`config.mk`:
```
export PLATFORM = sky130hd
export DESIGN_NAME = vfd_serial_command_decoder
export DESIGN_NICKNAME = d
export VERILOG_FILES = /design/src/core/vfd_dec_pkg.sv /design/src/core/vfd_ram16.sv /design/src/core/vfd_serial_command_decoder.sv
export SDC_FILE = /design/constraint.sdc
export NUM_CORES = 1
export LEC_CHECK = 0
export BUFFER_PORTS_ARGS = -buffer_cell sky130_fd_sc_hd__buf_4
export CELL_PAD_IN_SITES_DETAIL_PLACEMENT = 0
export CELL_PAD_IN_SITES_GLOBAL_PLACEMENT = 1
export CORE_AREA = 2 2 307 612
export DETAILED_ROUTE_END_ITERATION = 10
export DIE_AREA = 0 0 309 614
export HOLD_SLACK_MARGIN = 0.05
export PLACE_DENSITY = 0.65
export REMOVE_ABC_BUFFERS = 1
export SLEW_MARGIN = 20
export SYNTH_ARGS = -nofsm -noshare
export SYNTH_HDL_FRONTEND = slang
export SYNTH_SLANG_ARGS = --single-unit
```
`constraint.sdc`:
```
create_clock -name mclk -period 5.84 [get_ports mclk]
set_input_delay 0.292 -clock mclk [delete_from_list [all_inputs] [get_ports mclk]]
set_output_delay 0.292 -clock mclk [all_outputs]
set_load 0.02 [all_outputs]
```
`src/core/vfd_dec_pkg.sv`:
```
// constants and types for the serial command decoder of the two-line vfd
// assumes: one clock mclk at 200 MHz, host pins already synchronous to it
//
// How it works
// - serial bytes arrive least significant bit first, high level means one
// - data input is shifted in on each rising edge of the shift clock
// - while chip select is high, shift clock and data are ignored
// - reset zeroes pointers, digit field, duty and lights; RAM left undefined
// - two lines, each with code, user pattern and symbol stores of 16
// - opcode 1 or 9 writes a character code at the given digit
// - opcode 2 writes a user pattern from five interleaved seven-bit bytes
// - opcode 3 writes the symbol bit, bit zero of the next byte
// - opcode 5 sets duty: two low bits now, eight high bits next byte
// - opcode 6 sets the digit count from the low nibble
// - opcode 7: bit zero asks all off, bit one asks all on
// - brightness steps from 0 up to 960 of 1024, clamped above
// - one to sixteen digits are scanned, field zero meaning sixteen
// - standby stops the display timebase entirely
// - display timing comes from an internal 4 MHz timebase
// - all-off forces patterns dark, all-on forces them lit unless all-off is also set
// - further data bytes write the next RAM address automatically
// - framing restarts at select falling; eight bits make one byte
// - the four-bit RAM address wraps from fifteen to zero
package vfd_dec_pkg;
    // opcodes in bits 7..4 of a first byte, bit 4 the lowest;
    // bit 7 of a ram opcode picks line b
    localparam logic [3:0] OP_PAT_A = 4'h2;
    localparam logic [3:0] OP_PAT_B = 4'hA;
    localparam logic [3:0] OP_DIGITS = 4'h6;
    localparam logic [3:0] OP_CODE_A = 4'h1;
    localparam logic [3:0] OP_CODE_B = 4'h9;
    localparam logic [3:0] OP_DUTY = 4'h5;
    localparam logic [3:0] OP_SYM_A = 4'h3;
    localparam logic [3:0] OP_SYM_B = 4'hB;
    localparam logic [3:0] OP_LIGHTS = 4'h7;
    localparam logic [3:0] OP_STANDBY = 4'hF;
    // storage shape
    localparam int CODE_W = 8;
    localparam int PAT_W = 35;
    localparam int PAT_ROWS = 7;
    localparam int PAT_BYTES = 5;
    localparam logic [2:0] PAT_LAST = 3'h4;
    localparam logic [2:0] BIT_LAST = 3'h7;
    // reset values
    localparam logic [3:0] ADDR_RST = 4'h0;
    localparam logic [9:0] DUTY_RST = 10'h000;
    localparam logic [3:0] DIGITS_RST = 4'h0;
    localparam logic [4:0] DIGITS_FULL = 5'h10;
    localparam logic [9:0] DUTY_MAX = 10'h3C0;
    // timing
    localparam int MCLK_HZ = 200_000_000;
    localparam int OSC_HZ = 4_000_000;
    localparam int OSC_DIV = MCLK_HZ / OSC_HZ;
    localparam logic [5:0] OSC_DIV_LAST = 6'(OSC_DIV - 1);
    typedef enum logic {
        ST_CMD = 1'b0,
        ST_DATA = 1'b1
    } dec_state_t;
endpackage

```
`src/core/vfd_ram16.sv`:
```
// sixteen-entry store with one write port and a registered read port
// assumes: write and read share mclk; contents are not reset
`timescale 1ns/1ps
`default_nettype none
module vfd_ram16 #(
    parameter int WIDTH = 8
) (
    input wire logic mclk, // system clock
    input wire logic we, // write strobe
    input wire logic [3:0] waddr, // write address
    input wire logic [WIDTH-1:0] wdata, // write data
    input wire logic [3:0] raddr, // read address
    output logic [WIDTH-1:0] rdata_q // registered read data
);
    logic [WIDTH-1:0] mem [16];

    // write port
    always_ff @(posedge mclk) begin
        if (we) begin
            mem[waddr] <= wdata;
        end
    end

    // read port, one cycle latency
    always_ff @(posedge mclk) begin
        rdata_q <= mem[raddr];
    end
endmodule
`default_nettype wire

```
`src/core/vfd_serial_command_decoder.sv`:
```
// serial byte receiver, command decoder, per-line stores and settings
// assumes: host pins synchronous to mclk, shift clock well below mclk
`timescale 1ns/1ps
`default_nettype none
module vfd_serial_command_decoder (
    input wire logic mclk, // 200 MHz clock
    input wire logic rst, // synchronous reset, high
    input wire logic host_reset_n, // host reset pin, low
    input wire logic chip_select_n, // select, low enables transfer
    input wire logic serial_shift_clock, // shift clock
    input wire logic serial_data_in, // serial data, lsb first
    input wire logic [3:0] scan_digit_addr, // digit read address
    input wire logic [3:0] scan_pat_addr_a, // line a pattern read addr
    input wire logic [3:0] scan_pat_addr_b, // line b pattern read addr
    output logic [7:0] line_a_code_q, // line a character code
    output logic [7:0] line_b_code_q, // line b character code
    output logic [34:0] line_a_anode_q, // line a pattern after override
    output logic [34:0] line_b_anode_q, // line b pattern after override
    output logic line_a_symbol_output_q, // line a symbol after override
    output logic line_b_symbol_output_q, // line b symbol after override
    output logic [9:0] duty_value_bits_q, // programmed duty
    output logic [9:0] duty_level_q, // clamped duty
    output logic [3:0] digit_count_bits_q, // programmed digit field
    output logic [4:0] scan_digits_q, // digits scanned, 1..16
    output logic all_on_q, // all-lights on request
    output logic all_off_q, // all-lights off request
    output logic standby_q, // standby active
    output logic display_tick_q // 4 MHz display timebase pulse
);
    import vfd_dec_pkg::*;

    logic rst_all;
    logic sclk_prev_q;
    logic sclk_rise;
    logic [2:0] bit_cnt_q;
    logic [7:0] shift_q;
    logic [7:0] shift_in;
    logic byte_done;
    logic is_first;
    logic is_data;
    logic entry_done;
    logic op_known;
    logic op_ram;
    logic [3:0] op;
    dec_state_t state_q;
    logic [3:0] cmd_q;
    logic [3:0] addr_q;
    logic [1:0] duty_lo_q;
    logic [2:0] pat_idx_q;
    logic [PAT_W-1:0] pat_acc_q;
    logic [PAT_W-1:0] pat_next;
    logic wr_line_q;
    logic wr_code_q;
    logic wr_pat_q;
    logic wr_sym_q;
    logic [3:0] wr_addr_q;
    logic [7:0] wr_byte_q;
    logic [PAT_W-1:0] wr_pattern_q;
    logic [5:0] div_q;
    logic [CODE_W-1:0] code_rd [2];
    logic [PAT_W-1:0] pat_rd [2];
    logic sym_rd [2];

    // byte framing and decode strobes
    always_comb begin
        rst_all = rst | ~host_reset_n;
        sclk_rise = serial_shift_clock & ~sclk_prev_q;
        shift_in = {serial_data_in, shift_q[7:1]};
        byte_done = sclk_rise & ~chip_select_n & (bit_cnt_q == BIT_LAST);
        is_first = byte_done & (state_q == ST_CMD);
        is_data = byte_done & (state_q == ST_DATA);
        op = shift_in[7:4];
        op_ram = (op == OP_CODE_A) | (op == OP_CODE_B) | (op == OP_PAT_A)
            | (op == OP_PAT_B) | (op == OP_SYM_A) | (op == OP_SYM_B);
        op_known = op_ram | (op == OP_DUTY) | (op == OP_DIGITS)
            | (op == OP_LIGHTS) | (op == OP_STANDBY);
        entry_done = is_data & (cmd_q != OP_DUTY)
            & (((cmd_q != OP_PAT_A) & (cmd_q != OP_PAT_B))
            | (pat_idx_q == PAT_LAST));
    end

    // interleaved pattern merge: byte n carries bits n, n+5, ... n+30
    always_comb begin
        pat_next = pat_acc_q;
        for (int k = 0; k < PAT_ROWS; k++) begin
            pat_next[int'(pat_idx_q) + PAT_BYTES * k] = shift_in[k];
        end
    end

    // shift register and bit counter
    always_ff @(posedge mclk) begin
        sclk_prev_q <= serial_shift_clock;
        if (rst_all || chip_select_n) begin
            bit_cnt_q <= 3'h0;
            shift_q <= 8'h00;
        end else if (sclk_rise) begin
            bit_cnt_q <= 3'(bit_cnt_q + 3'h1);
            shift_q <= shift_in;
        end
    end

    // command state: select high ends the command
    always_ff @(posedge mclk) begin
        if (rst_all || chip_select_n) begin
            state_q <= ST_CMD;
        end else if (is_first) begin
            state_q <= (op_ram || op == OP_DUTY) ? ST_DATA : ST_CMD;
        end else if (is_data && cmd_q == OP_DUTY) begin
            state_q <= ST_CMD;
        end
    end

    // opcode latch, ram pointer and pattern accumulator
    always_ff @(posedge mclk) begin
        if (rst_all) begin
            cmd_q <= 4'h0;
            addr_q <= ADDR_RST;
            pat_idx_q <= 3'h0;
            pat_acc_q <= '0;
        end else if (is_first) begin
            if (op_known) begin
                cmd_q <= op;
            end
            if (op_ram) begin
                addr_q <= shift_in[3:0];
            end
            pat_idx_q <= 3'h0;
        end else if (is_data) begin
            if (entry_done) begin
                addr_q <= 4'(addr_q + 4'h1);
            end
            if (cmd_q == OP_PAT_A || cmd_q == OP_PAT_B) begin
                pat_acc_q <= pat_next;
                pat_idx_q <= (pat_idx_q == PAT_LAST) ? 3'h0
                    : 3'(pat_idx_q + 3'h1);
            end
        end
    end

    // write strobes toward the per-line stores
    always_ff @(posedge mclk) begin
        if (rst_all) begin
            wr_code_q <= 1'b0;
            wr_pat_q <= 1'b0;
            wr_sym_q <= 1'b0;
            wr_line_q <= 1'b0;
            wr_addr_q <= 4'h0;
            wr_byte_q <= 8'h00;
            wr_pattern_q <= '0;
        end else begin
            wr_code_q <= entry_done
                & (cmd_q == OP_CODE_A || cmd_q == OP_CODE_B);
            wr_pat_q <= entry_done
                & (cmd_q == OP_PAT_A || cmd_q == OP_PAT_B);
            wr_sym_q <= entry_done
                & (cmd_q == OP_SYM_A || cmd_q == OP_SYM_B);
            wr_line_q <= cmd_q[3];
            wr_addr_q <= addr_q;
            wr_byte_q <= shift_in;
            wr_pattern_q <= pat_next;
        end
    end

    // per-line stores
    for (genvar ln = 0; ln < 2; ln++) begin : g_line
        vfd_ram16 #(.WIDTH(CODE_W)) u_code (
            .mclk(mclk),
            .we(wr_code_q && (wr_line_q == 1'(ln))),
            .waddr(wr_addr_q),
            .wdata(wr_byte_q),
            .raddr(scan_digit_addr),
            .rdata_q(code_rd[ln])
        );
        vfd_ram16 #(.WIDTH(PAT_W)) u_pat (
            .mclk(mclk),
            .we(wr_pat_q && (wr_line_q == 1'(ln))),
            .waddr(wr_addr_q),
            .wdata(wr_pattern_q),
            .raddr(ln == 0 ? scan_pat_addr_a : scan_pat_addr_b),
            .rdata_q(pat_rd[ln])
        );
        vfd_ram16 #(.WIDTH(1)) u_sym (
            .mclk(mclk),
            .we(wr_sym_q && (wr_line_q == 1'(ln))),
            .waddr(wr_addr_q),
            .wdata(wr_byte_q[0:0]),
            .raddr(scan_digit_addr),
            .rdata_q(sym_rd[ln])
        );
    end

    // display outputs with the all-lights override
    always_ff @(posedge mclk) begin
        line_a_code_q <= code_rd[0];
        line_b_code_q <= code_rd[1];
        if (rst_all || all_off_q) begin
            line_a_anode_q <= '0;
            line_b_anode_q <= '0;
            line_a_symbol_output_q <= 1'b0;
            line_b_symbol_output_q <= 1'b0;
        end else if (all_on_q) begin
            line_a_anode_q <= '1;
            line_b_anode_q <= '1;
            line_a_symbol_output_q <= 1'b1;
            line_b_symbol_output_q <= 1'b1;
        end else begin
            line_a_anode_q <= pat_rd[0];
            line_b_anode_q <= pat_rd[1];
            line_a_symbol_output_q <= sym_rd[0];
            line_b_symbol_output_q <= sym_rd[1];
        end
    end

    // settings written by single-byte and duty commands
    always_ff @(posedge mclk) begin
        if (rst_all) begin
            duty_lo_q <= 2'h0;
            duty_value_bits_q <= DUTY_RST;
            digit_count_bits_q <= DIGITS_RST;
            all_on_q <= 1'b0;
            all_off_q <= 1'b0;
            standby_q <= 1'b0;
        end else if (is_first && op_known) begin
            standby_q <= (op == OP_STANDBY);
            if (op == OP_DUTY) begin
                duty_lo_q <= shift_in[1:0];
            end
            if (op == OP_DIGITS) begin
                digit_count_bits_q <= shift_in[3:0];
            end
            if (op == OP_LIGHTS) begin
                all_off_q <= shift_in[0];
                all_on_q <= shift_in[1];
            end
        end else if (is_data && cmd_q == OP_DUTY) begin
            duty_value_bits_q <= {shift_in, duty_lo_q};
        end
    end

    // derived brightness and digit span
    always_ff @(posedge mclk) begin
        if (rst_all) begin
            duty_level_q <= DUTY_RST;
            scan_digits_q <= DIGITS_FULL;
        end else begin
            duty_level_q <= (duty_value_bits_q > DUTY_MAX) ? DUTY_MAX
                : duty_value_bits_q;
            scan_digits_q <= (digit_count_bits_q == 4'h0) ? DIGITS_FULL
                : {1'b0, digit_count_bits_q};
        end
    end

    // display timebase, halted in standby
    always_ff @(posedge mclk) begin
        if (rst_all || standby_q) begin
            div_q <= 6'h00;
            display_tick_q <= 1'b0;
        end else begin
            div_q <= (div_q == OSC_DIV_LAST) ? 6'h00 : 6'(div_q + 6'h01);
            display_tick_q <= (div_q == OSC_DIV_LAST);
        end
    end
endmodule
`default_nettype wire

```
# Word-level counts from Yosys, hierarchy flattened
# Memory sizes are Yosys's and may differ from the RTL's. A register that Yosys moved wholly into a read port is not among the register bits.
# Index checks and enable logic that the tools add are counted.
[op_classes]
magnitude_cmp = 15
n_eq_ne = 24
n_bitwise = 29
n_mux = 47
n_reduce_logical = 38
addsub = 10
[op_table]
columns = ["cell", "count"]
rows = [
  ["$bwmux 35", 7],
  ["$mux 35", 2],
  ["$demux 1 s6", 6],
  ["$eq 4x4->1 const B", 7],
  ["$mux 1", 24],
  ["$lt 6x7->1 const B", 3],
  ["$add 3x5->6 const B", 3],
  ["$ge 6x1->1 const B", 3],
  ["$eq 4x2->1 const B", 4],
  ["$eq 4x3->1 const B", 4],
  ["$mux 4", 4],
  ["$logic_and 1x1->1", 15],
  ["$lt 5x7->1 const B", 2],
  ["$reduce_and 2->1", 6],
  ["$and 1x1->1", 11],
  ["$or 1x1->1", 11],
  ["$add 3x4->5 const B", 2],
  ["$ge 5x1->1 const B", 2],
  ["$gt 10x10->1 const B", 1],
  ["$mux 10", 1],
  ["$eq 4x1->1 const B", 2],
  ["$reduce_or 2->1", 4],
  ["$logic_or 1x1->1", 7],
  ["$lt 3x7->1 const B", 1],
  ["other kinds (20)", 31],
]
[totals]
mem_bits_rw = 1408
mem_count = 6
regBits = 239
output_inout_bits = 121
inputBits = 18
wordCells = 202
[memory_table]
columns = ["memory", "words", "word_bits", "rd", "rd_clocked_by_memory_dff", "wr", "line_no", "text"]
rows = [
  ["g_line[0].u_pat.mem", 16, 35, 1, 1, 1, "vfd_ram16.sv:15", "logic [WIDTH-1:0] mem [16];"],
  ["g_line[1].u_pat.mem", 16, 35, 1, 1, 1, "vfd_ram16.sv:15", ""],
  ["g_line[0].u_code.mem", 16, 8, 1, 1, 1, "vfd_ram16.sv:15", ""],
  ["g_line[1].u_code.mem", 16, 8, 1, 1, 1, "vfd_ram16.sv:15", ""],
  ["g_line[0].u_sym.mem", 16, 1, 1, 1, 1, "vfd_ram16.sv:15", ""],
  ["g_line[1].u_sym.mem", 16, 1, 1, 1, 1, "vfd_ram16.sv:15", ""],
]

# Logic depth before layout (Yosys ltp)
[depth]
word_depth = 13
ltp_mapped = 12
ltp_nobuf = 8

# By module
# Synthesis repeated with hierarchy kept, for this count alone.
[unflattened]
hier_cells = 3378
hier_area_um2 = 65362.7
[by_module_without_submodules]
columns = ["module", "seq_area_each_um2", "area_per_inst_um2", "n_inst", "cells_per_inst"]
rows = [
  ["vfd_ram16 at g_line[0].u_pat", 17516.8, 22053.7, 1, 914],
  ["vfd_ram16 at g_line[1].u_pat", 17516.8, 22052.4, 1, 914],
  ["vfd_ram16 at g_line[0].u_code ...", 4003.8, 5147.4, 2, 229],
  ["vfd_serial_command_decoder", 4764.6, 9470.3, 1, 998],
  ["vfd_ram16 at g_line[0].u_sym ...", 500.5, 745.7, 2, 47],
]

# Least setup slack after synthesis
# No wires, ideal clock.
[synth_timing]
kind = "reg2reg"
from = "reg wr_addr_q[0]"
to = "mem g_line[0].u_pat.mem[13][0] (netlist bit) (enable)"
slack_ps = 3064
t_arrival_ps = 2349
required_ps = 5413
stages_incl_launch_ff = 4
n_path_buf = 0
synth_period_minus_slack_ps = 2776
setup_ps = 427
path_cell_list = "dfxtp_1 -> nor2b_1 -> nand3_1 -> nor2_1"
[synth_lines]
columns = ["element", "line_no", "text"]
rows = [
  ["start, declared", "vfd_serial_command_decoder.sv:56", "logic [3:0] wr_addr_q;"],
  ["start signal, assigned", "vfd_serial_command_decoder.sv:158", "wr_addr_q <= addr_q;"],
  ["end, declared", "vfd_ram16.sv:15", ""],
]
# No word-level cell before the write port.

# Worst setup path after layout
[layout_timing]
from = "reg pat_idx_q[0]"
to = "reg pat_acc_q[34]"
[layout_via]
elab_chain_cells = 11
word_cells_on_any_way = 42
cone_classes = "add/sub (6); order compare (12); mux (18); reduce/logical (6)"
[layout_lines]
columns = ["element", "line_no", "text"]
rows = [
  ["start, declared", "vfd_serial_command_decoder.sv:49", "logic [2:0] pat_idx_q;"],
  ["start signal, assigned", "vfd_serial_command_decoder.sv:134", "pat_idx_q <= (pat_idx_q == PAT_LAST) ? 3'h0"],
  ["$add 3x3->4", "vfd_serial_command_decoder.sv:86", "pat_next[int'(pat_idx_q) + PAT_BYTES * k] = shift_in[k];"],
  ["$lt 4x7->1 (implied by the code) / $ge 4x1->1 (equally long branches)", "vfd_serial_command_decoder.sv:86", ""],
  ["$logic_and 1x1->1 (implied by the code)", "vfd_serial_command_decoder.sv:86", ""],
  ["$mux 1 (implied by the code)", "vfd_serial_command_decoder.sv:86", ""],
  ["$demux 1 s6", "vfd_serial_command_decoder.sv:86", ""],
  ["$bwmux 35 (5 in series)", "vfd_serial_command_decoder.sv:86", ""],
  ["$bwmux 35 (*)", "vfd_serial_command_decoder.sv:86", ""],
  ["end signal, assigned", "vfd_serial_command_decoder.sv:133", "pat_acc_q <= pat_next;"],
  ["end, declared", "vfd_serial_command_decoder.sv:50", "logic [PAT_W-1:0] pat_acc_q;"],
]
# Every way passes the cells marked *; elsewhere a longest branch is shown, timed or not.
# A chain may end at the register's enable or synchronous reset.

==> results.txt <==
* Period Utilization, post-route: 0.578
- The floorplan has 224 rows.
- CTS buffer count: 160
- Data arrives at the worst endpoint at 4.04 ns.
- The number of placed instances, taps included, is 5691.
- Total power for the finished layout comes to 0.0244 W.
- Setup slack on the worst reg-to-reg path comes out at 2.46 ns.
* Area grow syn2layout: 14.9%
* Num Clock Sinks: 1734
* Terminating pin of the worst hold path: sclk_prev_q
* Worst slack at placement: 2.58 ns
* Min Tclk post-route: 3.38 ns
* Syn avg cell area: 20.2 um^2
* Number of fill cells: 16600
- The clock tree synthesis step divided the H-tree into 4 levels.
* Fraction of the mapped netlist area in compound gates: 0.0295
* Leading cell type in the layout, fill and taps excluded: edfxtp_1
- Summing over every cut layer, the via total after detailed routing is 31200.
- Of the total synthesized cell area, the portion taken by AND, OR, NAND and NOR gates is 0.0355.
- The worst pin sits at a relative slew slack of 0.239.
- Routed Wire Length: 153000 um
* Flop and latch count out of synthesis: 1734
* Final-report max-slew violation count: 0
- In the synthesized netlist the dominant register cell turns out to be edfxtp_1.
* Kind of start point of the critical path: register
- After clock tree synthesis, the repair step resized 0 gates.
- Multiplexer share of the synthesized area: 0.158
- Height of the chip: 614 um
- The core region is 0.186 mm^2.
* Top achievable clock speed: 296 MHz
- Measured on the finished design, the core utilization comes to 0.399.
- Across the VDD grid, the largest voltage drop is 0.000280 V.
- Setup violations remaining at the end of the flow were counted as 0.
- Synth async-reset ratio: 0
- Maximum clock skew at final layout: 0.0456 ns
- Distinct cell type count of the synthesized netlist: 73
- Counting cells, the worst reg-to-reg path comes to 8.
- Sequential cell area fraction in the yosys report: 0.757
- The first global-routing pass estimated 224000 um of wire.
- Yosys warnings: 0
- After the first detailed-routing iteration, the DRC count stood at 3021.
* Maximum count of clock buffers along a single path: 3
- Total Negative Setup Slacks: 0 ns
* Critical path fanouts, max: 38
* Worst-Skew Late Latency: 0.81 ns
- After clock tree synthesis, the clock-pin slew on the worst setup and hold paths is 0.06 ns.
- Of the total synthesized cell area, the portion taken by XOR and XNOR cells is 0.000679.
- Setup repair after global routing missed its margin: no
- Origin of the worst setup path: pat_idx_q[0]
* Post-CTS Setup Bufs: 0
- The run finished with clean final reports.
- The number of antenna violations at the first check in global routing came to 4.
- In this run the horizontal extent of the chip is 309 um.
- Number of synthesized flops with an enable pin: 1408
- Fraction of the mapped netlist area in adder cells: 0.00345
- Worst Hold Class: primary input to register
- Post-synthesis instance area: 0.0645 mm^2
- In this run the clock root is driven by a clkbuf_16.
- Via-per-instance ratio: 5.20
* Largest net degree at the start of global routing: 77
* Final Hold Violating Endpoints: 0
- Hold path start: serial_shift_clock
* Setup ws final: 2.46 ns
- For this configuration, the core starts out at a cell density of 0.347.
* Buffers added on ports: 138
* Placer's final routability congestion estimate: 0.866
* Crit path kind: register to register
- Finished Layout Cells: 6001
- Along the worst hold path, the cell count comes to 2.
- In this run the critical register-to-register path is captured at pat_acc_q[34].
- Iteration count of the initial detailed-routing pass: 5
- The startpoint identified for the worst register-to-register timing path is pat_idx_q[0].
* Number of placed I/O pins: 139
* TritonCTS clock tree: built
- Post-CTS Hold Buffers: 9
* Global-route congestion overflow total: 0
- The detail route stage leaves a number of antenna-violating nets equal to 0.
- Fraction of layout cells with a size suffix above 1: 0.279
- Most used cells in the layout excluding fill and tap cells: 1408 x edfxtp_1, 440 x mux4_2, 297 x dfxtp_1
* Kind of end point of the critical path: register
- Wire length per cell: 25.5 um
- Post-layout nets: 3413
* Synth Instances: 3193
- Tot GR Track Use: 0.162
- Worst slew pin tran: 1.14 ns
- STA puts the critical path data required time at 6.51 ns.
* Post-route DRC: 0
- Detailed placement ended at an HPWL of 83100 um.
- Reported max-cap violation count: 0
* Power density of the placed cells: 329 mW/mm^2
- P_leak: 23.7 nW
- The via count of the first global-routing pass is 32200.
- By area, the combinational part of the netlist is dominated by multiplexers.
- Die Footprint: 0.190 mm^2
==> cell type report <==
type,count,area (um^2),area share
tap,2486,3110,0.0420
multi-input combinational,1246,15000,0.202
antenna,2,5.00,0.0000676
clock inverter,76,821,0.0111
timing repair buffer,219,1730,0.0233
inverter,17,63.8,0.000862
clock buffer,221,4540,0.0613
sequential,1734,48800,0.660
==> flip-flops by register name, summed over array words and instances (netlist names), 4 cells and up <==
register               cells
line_b_anode_q            35
line_a_anode_q            35
scan_digits_q              5
pat_acc_q                 35
duty_level_q              10
div_q                      6
g_line.u_code.rdata_q     16
duty_value_bits_q         10
g_line.u_pat.mem        1120
g_line.u_code.mem        256
g_line.u_pat.rdata_q      70
addr_q                     4
wr_byte_q                  8
wr_pattern_q              35
wr_addr_q                  4
shift_q                    7
digit_count_bits_q         4
cmd_q                      4
line_b_code_q              8
g_line.u_sym.mem          32
line_a_code_q              8
==> through the flow <==
stage                     hold WS [ns]  cell area (um^2)
after floorplan                  0.310             63500
after CTS                        0.111             74000
after global routing             0.158             74100
after global placement           0.316             68500
final                            0.173             74100
after detailed placement         0.313             68500
==> routing by layer <==
metal,part of all wire,wire (um),GRT usage
met1,0.42,64800,0.221
met2,0.50,75700,0.269
met3,0.061,9270,0.0281
met4,0.020,2980,0.0399
met5,0,0,0
==> synth_stat cells, types with 27 or more instances <==
cell      instances  area, um^2
a21oi_1          60         300
and2_1           27         169
buf_2            35         175
clkbuf_1        119         447
dfxtp_1         326        6530
edfxtp_1       1408       42300
mux2i_1          29         290
mux4_2          440        9910
nand2_1         101         379
nand3_1          57         285
nor2_1          178         668
o21a_1           75         563
o21ai_0          38         190
==> worst max-delay path, stage by stage, from the launching register on <==
cell	delay, ns
dfxtp_1	0.31
buf_4	0.36
ha_1	0.60
ha_1	0.55
nor2b_1	0.39
and3_1	0.26
nand2_1	0.09
o221a_2	0.33
o41ai_1	0.36
==> cells by family after synthesis <==
group           Yosys count
flops                  1734
simple gates            477
mux                     469
compound gates          277
buf+inv                 213
fa+ha+maj                18
xor+xnor                  5
==> power by group <==
part | internal, W | switching, W
combinational | 0.000272 | 0.000303
clock | 0.00595 | 0.00461
sequential | 0.0132 | 0.0000314
total | 0.0194 | 0.00495
==> worst max-delay path by stage <==
stage                        endpoint  cells past startpoint
finish                  pat_acc_q[34]                      8
global route            pat_acc_q[34]                      8
CTS                     pat_acc_q[34]                      8
detailed placement      pat_acc_q[34]                      8
global placement        pat_acc_q[32]                      8
floorplan           line_a_anode_q[0]                      3
(Power assumes the default switching activity.)
